==> src/pkg/egs_cfg.svh <==
`ifndef EGS_CFG_SVH
`define EGS_CFG_SVH
// Operation
// - Accelerator volts map linearly to target speed; 0.7 V low idle, 3.0 V high idle.
// - Both idle endpoint voltages are configurable, reversed slope allowed.
// - Accelerator below 0.2 V or above 4.6 V flags a sensor fault.
// - Measurement error plus hysteresis totals 0.125 V; sensor must keep margin.
// - Target speed comes from accelerator voltage or from a CAN speed value.
// - High-side input: NO closed reads high, NC actuated reads low.
// - Low-side input: NO closed reads low, NC actuated reads high.
// - Each contact input selects NO or NC; NO is default.
// - Output transistor on is logical one, off is logical zero.
// - High-side output terminal high when off; low-side terminal low when off.
// - Rack solenoid current is set by PWM on-time of a high-side transistor.
// - Valve stepper uses two-phase excitation with holding current always on.
// - Valve position tracked in steps, 0 closed to 54 open.
// - After key-off, power relay held until logs saved and valve closed.
// - Power self-hold can also be activated by a CAN command.
// - Rack self-test runs after power-on; starter disabled until it completes.
// - With preheat enabled, aid relay time from coolant; preheat lamp lit.
// - After preheat wait for start key; start key or 240 moves rack to start.
// - At 600 enter speed control, rack follows accelerator speed command; in RUN the rack duty is the fixed run_duty register, not target_rpm.
// - Engine stops when speed below 240 or key switched off.
// - Isochronous 0% or about 7% droop, flat until roughly 30% load.
// - Isochronous or droop selectable at runtime by switch or CAN, default set.
// - Speed from twelve cam pulses per revolution, rpm is ten times pulse Hz.
`define EGS_CLK_HZ 40000000
`define EGS_ADC_FS_MV 5000
`define EGS_ADC_MAX 1023
`define EGS_MV2CNT(mv) ((mv) * `EGS_ADC_MAX / `EGS_ADC_FS_MV)
`define EGS_ACC_LO_MV 700
`define EGS_ACC_HI_MV 3000
`define EGS_FLT_LO_MV 200
`define EGS_FLT_HI_MV 4600
`define EGS_HYST_MV 125
`define EGS_CRANK_RPM 240
`define EGS_RUN_RPM 600
`define EGS_CAM_PULSES 12
`define EGS_RPM_PER_HZ (2 * 60 / `EGS_CAM_PULSES)
`define EGS_GATE_MS 1000
`define EGS_TICK_MS 1
`define EGS_STEP_MS 4
`define EGS_VALVE_OPEN 54
`define EGS_DROOP_PCT 7
`define EGS_DROOP_KNEE_PCT 30
`define EGS_PCT_FULL 100
`define EGS_OFF_CTRL 8'h00
`define EGS_OFF_VLO 8'h04
`define EGS_OFF_VHI 8'h08
`define EGS_OFF_IDLE 8'h0c
`define EGS_OFF_CANRPM 8'h10
`define EGS_OFF_CCFG 8'h14
`define EGS_OFF_OUT 8'h18
`define EGS_OFF_RACK 8'h1c
`define EGS_OFF_VALVE 8'h20
`define EGS_OFF_PREHEAT 8'h24
`define EGS_OFF_STATUS 8'h28
`define EGS_OFF_SPEED 8'h2c
`define EGS_CTRL_RST 6'h02
`define EGS_LO_IDLE_RST 16'h0320
`define EGS_HI_IDLE_RST 16'h0a28
`define EGS_PREHEAT_RST 16'h0bb8
`define EGS_COLD_RST 10'h200
`endif

==> src/pkg/egs_pkg.sv <==
package egs_pkg;
  typedef enum logic [2:0] {
    EGS_SELFTEST = 3'b000,
    EGS_PREHEAT = 3'b001,
    EGS_WAIT_START = 3'b010,
    EGS_CRANK = 3'b011,
    EGS_RUN = 3'b100,
    EGS_STOP = 3'b101
  } egs_state_e;
  typedef enum logic [3:0] {
    EGS_R_CTRL = 4'h0,
    EGS_R_VLO = 4'h1,
    EGS_R_VHI = 4'h2,
    EGS_R_IDLE = 4'h3,
    EGS_R_CANRPM = 4'h4,
    EGS_R_CCFG = 4'h5,
    EGS_R_OUT = 4'h6,
    EGS_R_RACK = 4'h7,
    EGS_R_VALVE = 4'h8,
    EGS_R_PREHEAT = 4'h9,
    EGS_R_STATUS = 4'ha,
    EGS_R_SPEED = 4'hb,
    EGS_R_NONE = 4'hf
  } egs_reg_e;
endpackage

==> src/rtl/egs_pwm.sv <==
`timescale 1ns/1ps
module egs_pwm #(
  parameter int unsigned DW = 10
) (
  input wire logic pclk,
  input wire logic presetn,
  input wire logic [DW-1:0] duty,
  output logic pwm_on
);
  typedef struct packed {
    logic [DW-1:0] cnt;
    logic on;
  } egs_pwm_s;
  egs_pwm_s q, d;
  always_comb begin
    d = q;
    d.cnt = q.cnt + 1'b1;
    d.on = (q.cnt < duty);
  end
  always_ff @(posedge pclk or negedge presetn) begin
    if (!presetn) begin
      q <= '0;
    end else begin
      q <= d;
    end
  end
  assign pwm_on = q.on;
endmodule

==> src/rtl/egs_io_sequencer.sv <==
`timescale 1ns/1ps
`include "egs_cfg.svh"
module egs_io_sequencer #(
  parameter int unsigned NIN = 4,
  parameter int unsigned NOUT = 4,
  parameter int unsigned GATE_CYC = `EGS_CLK_HZ / 1000 * `EGS_GATE_MS,
  parameter int unsigned MS_CYC = `EGS_CLK_HZ / 1000 * `EGS_TICK_MS,
  parameter int unsigned STEP_CYC = `EGS_CLK_HZ / 1000 * `EGS_STEP_MS
) (
  input wire logic pclk,
  input wire logic presetn,
  input wire logic psel,
  input wire logic penable,
  input wire logic pwrite,
  input wire logic [7:0] paddr,
  input wire logic [31:0] pwdata,
  output logic [31:0] prdata,
  output logic pready,
  output logic pslverr,
  input wire logic [9:0] accel_adc,
  input wire logic [9:0] coolant_adc,
  input wire logic [6:0] load_pct,
  input wire logic cam_pulse,
  input wire logic key_on,
  input wire logic key_start,
  input wire logic [NIN-1:0] contact_in,
  input wire logic rack_diag_done,
  input wire logic log_saved,
  output logic rack_pwm,
  output logic [3:0] valve_phase,
  output logic main_relay,
  output logic starter_relay,
  output logic aid_relay,
  output logic preheat_lamp,
  output logic [NOUT-1:0] out_on,
  output logic [NOUT-1:0] out_level,
  output logic [NIN-1:0] contact_active,
  output logic accel_fault,
  output logic droop_active,
  output logic [15:0] target_rpm,
  output logic [15:0] engine_rpm
);
  localparam logic [9:0] FLT_LO = 10'(`EGS_MV2CNT(`EGS_FLT_LO_MV));
  localparam logic [9:0] FLT_HI = 10'(`EGS_MV2CNT(`EGS_FLT_HI_MV));
  localparam logic [9:0] HYST = 10'(`EGS_MV2CNT(`EGS_HYST_MV));
  localparam logic [15:0] CRANK_RPM = 16'(`EGS_CRANK_RPM);
  localparam logic [15:0] RUN_RPM = 16'(`EGS_RUN_RPM);
  localparam logic [5:0] VOPEN = 6'(`EGS_VALVE_OPEN);
  typedef struct packed {
    egs_pkg::egs_state_e state;
    logic [5:0] ctrl;
    logic [9:0] vlo, vhi;
    logic [15:0] lo_idle, hi_idle, can_rpm;
    logic [NIN-1:0] nc_sel, lo_side;
    logic [NOUT-1:0] out_log, out_hs, out_lvl;
    logic [9:0] run_duty;
    logic [9:0] start_duty;
    logic [9:0] duty;
    logic [5:0] valve_tgt;
    logic [15:0] preheat_ms;
    logic [9:0] cold_thr;
    logic [31:0] prdata;
    logic pslverr;
    logic key_s1, key_s2, st_s1, st_s2, cam_s1, cam_s2, cam_s3;
    logic [NIN-1:0] ci_s1, ci_s2;
    logic [NIN-1:0] active;
    logic [31:0] gate_cnt;
    logic [15:0] pulse_cnt;
    logic [15:0] rpm;
    logic [31:0] ms_cnt;
    logic [15:0] ph_cnt;
    logic [31:0] step_cnt;
    logic [5:0] valve_pos;
    logic [1:0] phase;
    logic fault;
    logic droop;
    logic [15:0] target;
    logic relay;
  } egs_seq_s;
  egs_seq_s q, d;
  function automatic egs_pkg::egs_reg_e reg_of(input logic [7:0] a);
    if (a == `EGS_OFF_CTRL) reg_of = egs_pkg::EGS_R_CTRL;
    else if (a == `EGS_OFF_VLO) reg_of = egs_pkg::EGS_R_VLO;
    else if (a == `EGS_OFF_VHI) reg_of = egs_pkg::EGS_R_VHI;
    else if (a == `EGS_OFF_IDLE) reg_of = egs_pkg::EGS_R_IDLE;
    else if (a == `EGS_OFF_CANRPM) reg_of = egs_pkg::EGS_R_CANRPM;
    else if (a == `EGS_OFF_CCFG) reg_of = egs_pkg::EGS_R_CCFG;
    else if (a == `EGS_OFF_OUT) reg_of = egs_pkg::EGS_R_OUT;
    else if (a == `EGS_OFF_RACK) reg_of = egs_pkg::EGS_R_RACK;
    else if (a == `EGS_OFF_VALVE) reg_of = egs_pkg::EGS_R_VALVE;
    else if (a == `EGS_OFF_PREHEAT) reg_of = egs_pkg::EGS_R_PREHEAT;
    else if (a == `EGS_OFF_STATUS) reg_of = egs_pkg::EGS_R_STATUS;
    else if (a == `EGS_OFF_SPEED) reg_of = egs_pkg::EGS_R_SPEED;
    else reg_of = egs_pkg::EGS_R_NONE;
  endfunction
  function automatic logic [3:0] coils(input logic [1:0] p);
    case (p)
      2'h0: coils = 4'h3;
      2'h1: coils = 4'h6;
      2'h2: coils = 4'hc;
      default: coils = 4'h9;
    endcase
  endfunction
  always_comb begin
    logic signed [31:0] dv;
    logic signed [31:0] span;
    logic signed [31:0] lin;
    logic [31:0] drop;
    logic [5:0] vt;
    logic tick;
    egs_pkg::egs_reg_e ra;
    dv = '0;
    span = '0;
    lin = '0;
    drop = '0;
    vt = '0;
    tick = 1'b0;
    ra = reg_of(paddr);
    d = q;
    d.key_s1 = key_on;
    d.key_s2 = q.key_s1;
    d.st_s1 = key_start;
    d.st_s2 = q.st_s1;
    d.cam_s1 = cam_pulse;
    d.cam_s2 = q.cam_s1;
    d.cam_s3 = q.cam_s2;
    d.ci_s1 = contact_in;
    d.ci_s2 = q.ci_s1;
    d.active = q.ci_s2 ^ q.lo_side ^ q.nc_sel;
    d.out_lvl = q.out_log ^ q.out_hs;
    if (q.gate_cnt >= GATE_CYC - 1) begin
      d.gate_cnt = '0;
      d.pulse_cnt = '0;
      d.rpm = 16'(32'(q.pulse_cnt) * `EGS_RPM_PER_HZ * 1000 / `EGS_GATE_MS);
    end else begin
      d.gate_cnt = q.gate_cnt + 1;
      if (q.cam_s2 && !q.cam_s3) begin
        d.pulse_cnt = q.pulse_cnt + 16'h0001;
      end
    end
    if (q.ms_cnt >= MS_CYC - 1) begin
      d.ms_cnt = '0;
      tick = 1'b1;
    end else begin
      d.ms_cnt = q.ms_cnt + 1;
    end
    if (accel_adc < FLT_LO || accel_adc > FLT_HI) begin
      d.fault = 1'b1;
    end else if (accel_adc >= FLT_LO + HYST && accel_adc <= FLT_HI - HYST) begin
      d.fault = 1'b0;
    end
    dv = 32'(signed'({1'b0, accel_adc})) - 32'(signed'({1'b0, q.vlo}));
    span = 32'(signed'({1'b0, q.vhi})) - 32'(signed'({1'b0, q.vlo}));
    if (span != 0) begin
      lin = 32'(signed'({1'b0, q.lo_idle})) + dv * (32'(signed'({1'b0, q.hi_idle}))
            - 32'(signed'({1'b0, q.lo_idle}))) / span;
    end else begin
      lin = 32'(signed'({1'b0, q.lo_idle}));
    end
    if (q.ctrl[0]) begin
      lin = 32'(signed'({1'b0, q.can_rpm}));
    end
    d.droop = q.ctrl[3] ? q.ctrl[4] : (q.ctrl[2] ^ q.active[0]);
    if (q.droop && load_pct > 7'(`EGS_DROOP_KNEE_PCT)) begin
      drop = 32'(lin) * `EGS_DROOP_PCT * 32'(load_pct - 7'(`EGS_DROOP_KNEE_PCT))
             / (`EGS_PCT_FULL * (`EGS_PCT_FULL - `EGS_DROOP_KNEE_PCT));
      lin = lin - signed'(drop);
    end
    if (lin < 32'(signed'({1'b0, q.lo_idle}))) begin
      lin = 32'(signed'({1'b0, q.lo_idle}));
    end else if (lin > 32'(signed'({1'b0, q.hi_idle}))) begin
      lin = 32'(signed'({1'b0, q.hi_idle}));
    end
    if (q.ctrl[0] || !q.fault) begin
      d.target = lin[15:0];
    end
    case (q.state)
      egs_pkg::EGS_SELFTEST: begin
        if (rack_diag_done) begin
          d.state = egs_pkg::EGS_PREHEAT;
          d.ph_cnt = (coolant_adc > q.cold_thr) ? q.preheat_ms : 16'h0000;
        end
      end
      egs_pkg::EGS_PREHEAT: begin
        if (!q.ctrl[1] || q.ph_cnt == 16'h0000) begin
          d.state = egs_pkg::EGS_WAIT_START;
        end else if (tick) begin
          d.ph_cnt = q.ph_cnt - 16'h0001;
        end
      end
      egs_pkg::EGS_WAIT_START: begin
        if (!q.key_s2) begin
          d.state = egs_pkg::EGS_STOP;
        end else if (q.st_s2 || q.rpm >= CRANK_RPM) begin
          d.state = egs_pkg::EGS_CRANK;
        end
      end
      egs_pkg::EGS_CRANK: begin
        if (!q.key_s2) begin
          d.state = egs_pkg::EGS_STOP;
        end else if (q.rpm >= RUN_RPM) begin
          d.state = egs_pkg::EGS_RUN;
        end
      end
      egs_pkg::EGS_RUN: begin
        if (!q.key_s2 || q.rpm < CRANK_RPM) begin
          d.state = egs_pkg::EGS_STOP;
        end
      end
      default: begin
        if (q.key_s2) begin
          d.state = egs_pkg::EGS_WAIT_START;
        end
      end
    endcase
    case (d.state)
      egs_pkg::EGS_CRANK: d.duty = q.start_duty;
      egs_pkg::EGS_RUN: d.duty = q.run_duty;
      default: d.duty = '0;
    endcase
    vt = (q.valve_tgt > VOPEN) ? VOPEN : q.valve_tgt;
    if (q.state == egs_pkg::EGS_STOP || !q.key_s2) begin
      vt = '0;
    end
    if (q.valve_pos == vt) begin
      d.step_cnt = '0;
    end else if (q.step_cnt >= STEP_CYC - 1) begin
      d.step_cnt = '0;
      if (q.valve_pos < vt) begin
        d.valve_pos = q.valve_pos + 6'h01;
        d.phase = q.phase + 2'h1;
      end else begin
        d.valve_pos = q.valve_pos - 6'h01;
        d.phase = q.phase - 2'h1;
      end
    end else begin
      d.step_cnt = q.step_cnt + 1;
    end
    d.relay = q.key_s2 || q.ctrl[5] || !log_saved || q.valve_pos != 6'h00;
    d.pslverr = 1'b0;
    if (psel && !penable) begin
      d.prdata = '0;
      d.pslverr = (ra == egs_pkg::EGS_R_NONE);
      if (ra == egs_pkg::EGS_R_CTRL) d.prdata = 32'(q.ctrl);
      else if (ra == egs_pkg::EGS_R_VLO) d.prdata = 32'(q.vlo);
      else if (ra == egs_pkg::EGS_R_VHI) d.prdata = 32'(q.vhi);
      else if (ra == egs_pkg::EGS_R_IDLE) d.prdata = {q.hi_idle, q.lo_idle};
      else if (ra == egs_pkg::EGS_R_CANRPM) d.prdata = 32'(q.can_rpm);
      else if (ra == egs_pkg::EGS_R_CCFG) d.prdata = {8'h00, 8'(q.active), 8'(q.lo_side), 8'(q.nc_sel)};
      else if (ra == egs_pkg::EGS_R_OUT) d.prdata = {16'h0000, 8'(q.out_hs), 8'(q.out_log)};
      else if (ra == egs_pkg::EGS_R_RACK) d.prdata = {6'h00, q.start_duty, 6'h00, q.run_duty};
      else if (ra == egs_pkg::EGS_R_VALVE) d.prdata = {10'h000, q.valve_pos, 10'h000, q.valve_tgt};
      else if (ra == egs_pkg::EGS_R_PREHEAT) d.prdata = {6'h00, q.cold_thr, q.preheat_ms};
      else if (ra == egs_pkg::EGS_R_STATUS) d.prdata = {24'h000000, q.relay, q.droop, q.fault, 2'h0, q.state};
      else if (ra == egs_pkg::EGS_R_SPEED) d.prdata = {q.target, q.rpm};
    end
    if (psel && penable && pwrite) begin
      if (ra == egs_pkg::EGS_R_CTRL) d.ctrl = pwdata[5:0];
      else if (ra == egs_pkg::EGS_R_VLO) d.vlo = pwdata[9:0];
      else if (ra == egs_pkg::EGS_R_VHI) d.vhi = pwdata[9:0];
      else if (ra == egs_pkg::EGS_R_IDLE) {d.hi_idle, d.lo_idle} = pwdata;
      else if (ra == egs_pkg::EGS_R_CANRPM) d.can_rpm = pwdata[15:0];
      else if (ra == egs_pkg::EGS_R_CCFG) begin
        d.nc_sel = pwdata[NIN-1:0];
        d.lo_side = pwdata[8 +: NIN];
      end else if (ra == egs_pkg::EGS_R_OUT) begin
        d.out_log = pwdata[NOUT-1:0];
        d.out_hs = pwdata[8 +: NOUT];
      end else if (ra == egs_pkg::EGS_R_RACK) begin
        d.run_duty = pwdata[9:0];
        d.start_duty = pwdata[25:16];
      end else if (ra == egs_pkg::EGS_R_VALVE) d.valve_tgt = pwdata[5:0];
      else if (ra == egs_pkg::EGS_R_PREHEAT) begin
        d.preheat_ms = pwdata[15:0];
        d.cold_thr = pwdata[25:16];
      end
    end
  end
  always_ff @(posedge pclk or negedge presetn) begin
    if (!presetn) begin
      q <= '0;
      q.state <= egs_pkg::EGS_SELFTEST;
      q.ctrl <= `EGS_CTRL_RST;
      q.vlo <= 10'(`EGS_MV2CNT(`EGS_ACC_LO_MV));
      q.vhi <= 10'(`EGS_MV2CNT(`EGS_ACC_HI_MV));
      q.lo_idle <= `EGS_LO_IDLE_RST;
      q.hi_idle <= `EGS_HI_IDLE_RST;
      q.preheat_ms <= `EGS_PREHEAT_RST;
      q.cold_thr <= `EGS_COLD_RST;
      q.relay <= 1'b1;
    end else begin
      q <= d;
    end
  end
  egs_pwm #(.DW(10)) egs_pwm_i (
    .pclk(pclk),
    .presetn(presetn),
    .duty(q.duty),
    .pwm_on(rack_pwm)
  );
  assign prdata = q.prdata;
  assign pready = 1'b1;
  assign pslverr = q.pslverr;
  assign valve_phase = coils(q.phase);
  assign main_relay = q.relay;
  assign starter_relay = q.st_s2 && q.state inside {egs_pkg::EGS_WAIT_START, egs_pkg::EGS_CRANK};
  assign aid_relay = (q.state == egs_pkg::EGS_PREHEAT);
  assign preheat_lamp = (q.state == egs_pkg::EGS_PREHEAT);
  assign out_on = q.out_log;
  assign out_level = q.out_lvl;
  assign contact_active = q.active;
  assign accel_fault = q.fault;
  assign droop_active = q.droop;
  assign target_rpm = q.target;
  assign engine_rpm = q.rpm;
endmodule

==> config.mk <==
export PLATFORM = sky130hd
export DESIGN_NAME = egs_io_sequencer
export DESIGN_NICKNAME = d
export VERILOG_FILES = /design/src/pkg/egs_pkg.sv /design/src/rtl/egs_pwm.sv /design/src/rtl/egs_io_sequencer.sv
export VERILOG_INCLUDE_DIRS = /design/src /design/src/pkg
export SDC_FILE = /design/constraint.sdc
export NUM_CORES = 2
export LEC_CHECK = 0
export BUFFER_PORTS_ARGS = -buffer_cell sky130_fd_sc_hd__clkbuf_2
export CORE_ASPECT_RATIO = 0.6
export CORE_MARGIN = 8
export CORE_UTILIZATION = 40
export DETAILED_ROUTE_END_ITERATION = 8
export GPL_ROUTABILITY_DRIVEN = 0
export GPL_TIMING_DRIVEN = 0
export HOLD_SLACK_MARGIN = 0.15
export PLACE_DENSITY = 0.62
export SLEW_MARGIN = 20
export SYNTH_ARGS = -nofsm -noshare
export SYNTH_HDL_FRONTEND = slang
export SYNTH_SLANG_ARGS = --single-unit
export TNS_END_PERCENT = 30
==> constraint.sdc <==
create_clock -name pclk -period 96 [get_ports pclk]
set_input_delay 4.8 -clock pclk [delete_from_list [all_inputs] [get_ports pclk]]
set_output_delay 4.8 -clock pclk [all_outputs]
set_load 0.01 [all_outputs]
==> out/results.env <==
SYNTH_EDF_COUNT=0
FAILED_CHECKS='setup timing'
POST_SYNTHESIS_CELL_TYPE_COUNT=175
RUN_STATUS='finished, violations left'
CTS_NUM_SINKS=393
DESIGN.DIE.AREA_SQ_UM=221900
SYNTH_XOR_XNOR_AREA_SHARE_PCT=8.956
PERIOD_MINUS_SLACK_NS=106.34
DRT_FIRST_ITER_VIOLATIONS=8248
FINAL.SETUP.WORST_SLACK_NS=-10.34
DIE_H_UM=368.1
MAX_FREQUENCY_GHz=0.009404
CRIT_FANOUT=10
REGISTER_AREA_SHARE_AFTER_SYNTHESIS_PCT=11.94
SLEW_HEADROOM_PCT=15.42
CRITPATHMAXSTAGEDELAY_NS=0.58
FINALHOLDVIOLCOUNT=0
ANTENNA_LEFT=0
TRITONCTS_CLOCK_TREE='done'
SYNTHESIS.AREA_SQ_UM=82670
CAP_VIOLATIONS=0
FLOORPLAN_ROW_COUNT=129
FP.COREAREA_SQ_UM=205800
FINALWIRELENGTH_UM=289900
CELL_COUNT_FINAL_FILLERS_OUT=14313
USE_MET3_PCT=4.067
POSTSYNTHCELLCOUNT=10456
MIN_PATH_TYPE='reg -> reg'
TIMING_WORST_SLEW_PIN_VALUE_NS=1.264
CLKLATENCYLATEPIN_NS=0.57
GRT.MET1_USAGE_PCT=36.57
SYNTHARSTFLOPSHARE_PCT=100.0
SYNTH-SIMPLE-AREA-SHARE_PCT=19.07
GRT_FIRST_PASS_WIRELENGTH_UM=444100
SYNTH.TOP_CELLS.BY_COUNT='981 x nor2_1, 939 x ha_1, 904 x nand2_1'
DRT_DRC_VIOLATIONS_LEFT=0
GRT_ANTENNA_BEFORE_REPAIR=34
YOSYSWARNINGS=0
SYNTHDOMINANTCELLAREASHARE_PCT=14.21
TIMING.CRITICAL_PATH.FROM_TYPE='input pin'
LAYOUT.FILLER_CELLS=19332
CTS_HOLD_REPAIR.BUFFERS=0
GRT_PASS1_VIAS=78598
SYNTH_AREA_LEADER_CELL='ha_1'
TRITONCTS.NUM_BUFFERS=43
SLOWEST_STAGE='xnor2_1'
FIN_WORST_SKEW_NS=0.01918
SYNTH_SEQ_CELLS=393
GROUTE.LAYER.MET2.USAGE_PCT=35.65
CLK_TRANSITION_REPORTED_PATHS_NS=0.06
FIRSTDRTPASSITERS=8
DR_TOTAL_VIAS=83445
YS.FLOP_TYPE='dfrtp_1'
FINAL-SETUP-VIOL-COUNT=16
GRT_MOST_USED_LAYER='met1'
LAYOUT.CORE_UTILIZATION_PCT=49.52
FINALINSTANCEAREA_SQ_UM=101900
CTSLONGESTPATHBUFFERS=3
SYNTHTOPCELLSBYAREA='ha_1 14%, dfrtp_1 11%, fa_1 10%, xnor2_1 5.4%, a21oi_1 4.5%'
DRIVE_ABOVE_1_SHARE_PCT=21.17
SYNTH_COMPOUND_AREA_SHARE_PCT=23.65
GRT_START_MAX_NET_PINS=93
DIE_X_UM=602.9
CTS_HTREE_LEVELS=2
POST_SYNTH.CELL_AREA_AVG_SQ_UM=7.906
SYNTHADDERAREAFRAC_PCT=24.65
SLEW_VIOL_FINAL=0
NETS=12951
OVERFLOW=0
VIASPERCELL=5.830
IOS=170
INSTANCE_AREA_AT_PLACEMENT_SQ_UM=90850
MAIN_COMBINATIONAL_CELL_FAMILY_BY_AREA_AFTER_SYNTHESIS='adder cells'
CRITICAL_PATH_CLASS='in -> reg'
SYNTH_MOST_COMMON_CELL='nor2_1'
RSZ0062_AT_GRT='yes'
CRITPATHARRIVALTIME_NS=106.76
GR_USAGE_TOTAL_PCT=24.41
CRITICAL_PATH_END_TYPE='flip-flop'
NUMPLACEDINSTANCES=13669
FIN_CRIT_SH_PCT=110.8
CRITICAL-PATH-TOP-CELL-BY-COUNT='o21a_1'
IO_BUFFER_COUNT=164
SYNTHMUXAREASHARE_PCT=5.511
FLOORPLAN.INITIALDENSITY_PCT=40.17
TIMING.CRITICAL_PATH.REQUIRED_NS=96.43
PLACE.DETAILED.HPWL_UM=232500
SYNTHTOLAYOUTAREAGROWTH_PCT=23.27
CLK_ROOT_BUFFER_CELL='clkbuf_16'
ROUTE.DETAILED.WL_PER_INST_UM=20.25
final cells by class:
class | instances | area [sq um] | area share, %
antenna | 20 | 50.05 | 0.04911
buffer | 371 | 2799 | 2.747
clock buffer | 68 | 1303 | 1.278
clock inverter | 10 | 88.84 | 0.08718
inverter | 854 | 3256 | 3.195
multi-input combinational | 9103 | 75380 | 73.97
sequential | 393 | 9868 | 9.684
tap | 2751 | 3442 | 3.378
timing repair buffer | 743 | 5720 | 5.614
routing by layer:
| layer | share of wire (%) | wire, um | up-vias |
|---|---|---|---|
| met5 | 0.012 | 35 | - |
| met4 | 3.2 | 9235 | 6 |
| met3 | 9.0 | 25980 | 439 |
| met2 | 41 | 119600 | 3365 |
| met1 | 47 | 135000 | 40476 |
| li1 | - | - | 39159 |
repair_timing:
item                                   in CTS  in global routing
pin swaps                                 314                378
setup endpoints to repair                  16                 16
cloned                                      3                  1
buffers inserted                          356                191
endpoints found under the hold margin       0                  0
gates resized for setup                   611                412
worst paths after layout:
check / depth (start not counted) / from / slack, ns / end
hold / removal: 0 / d[175] / 0.34 / q[175]
min in group asynchronous: 1 / presetn / 4.20 / q[91]
max in group asynchronous: 3 / presetn / 90.49 / q[332]
hold reg to reg: 0 / d[175] / 0.34 / q[175]
setup / recovery: 533 / accel_adc[0] / -10.34 / target_rpm[3]
setup reg to reg: 534 / q[339] / -7.74 / target_rpm[3]
state kept, by name (all words and copies together) (netlist names), 4 cells and up:
name	flops
egs_pwm_i.q	10
target_rpm	16
out_level	4
d	8
engine_rpm	16
contact_active	4
q	294
out_on	4
prdata	32
critical path, delay by kind of cell:
kind,cells,cell delay (ns)
AND/OR/NAND/NOR,110,17.65
buffers and inverters,71,9.75
AO/OA/AOI/OAI,277,53.11
XOR/XNOR,14,2.73
adder cells (fa/ha/maj),46,14.17
multiplexers,15,4.18
per-stage QoR:
stage	hold slack (ns)	setup slack [ns]	setup TNS [ns]
floorplan	0.3312	0.02451	0
detailed placement	0.3347	-23.76	-379.14
finish	0.3410	-10.34	-164.36
global route	0.3447	-14.28	-227.45
CTS	0.3438	-8.912	-141.85
global placement	0.3371	-22.45	-358.39
layout by cell type (no fill, tap or decap), drive strengths merged, types with 286 or more instances in the layout:
master | Yosys | routed
buf | 167 | 750
o21ai | 630 | 630
mux2 | 286 | 286
clkbuf | 208 | 431
a21oi | 748 | 748
xor2 | 321 | 321
nand2 | 907 | 907
dfrtp | 366 | 366
xnor2 | 510 | 510
inv | 851 | 851
fa | 422 | 422
ha | 939 | 939
nor3 | 305 | 305
nor2 | 982 | 982
cells by family (layout without fill, tap and decap cells):
family | after synthesis | after routing
adder cells (fa/ha/maj) | 1379 | 1379
AND/OR/NAND/NOR | 3313 | 3313
other | 2 | 292
buffers and inverters | 1230 | 2046
AO/OA/AOI/OAI | 2894 | 2894
multiplexers | 411 | 411
flip-flops | 393 | 393
XOR/XNOR | 834 | 834
Power is not shown: default switching activity piles up to over one toggle a cycle in this logic, so the estimate is an artifact.
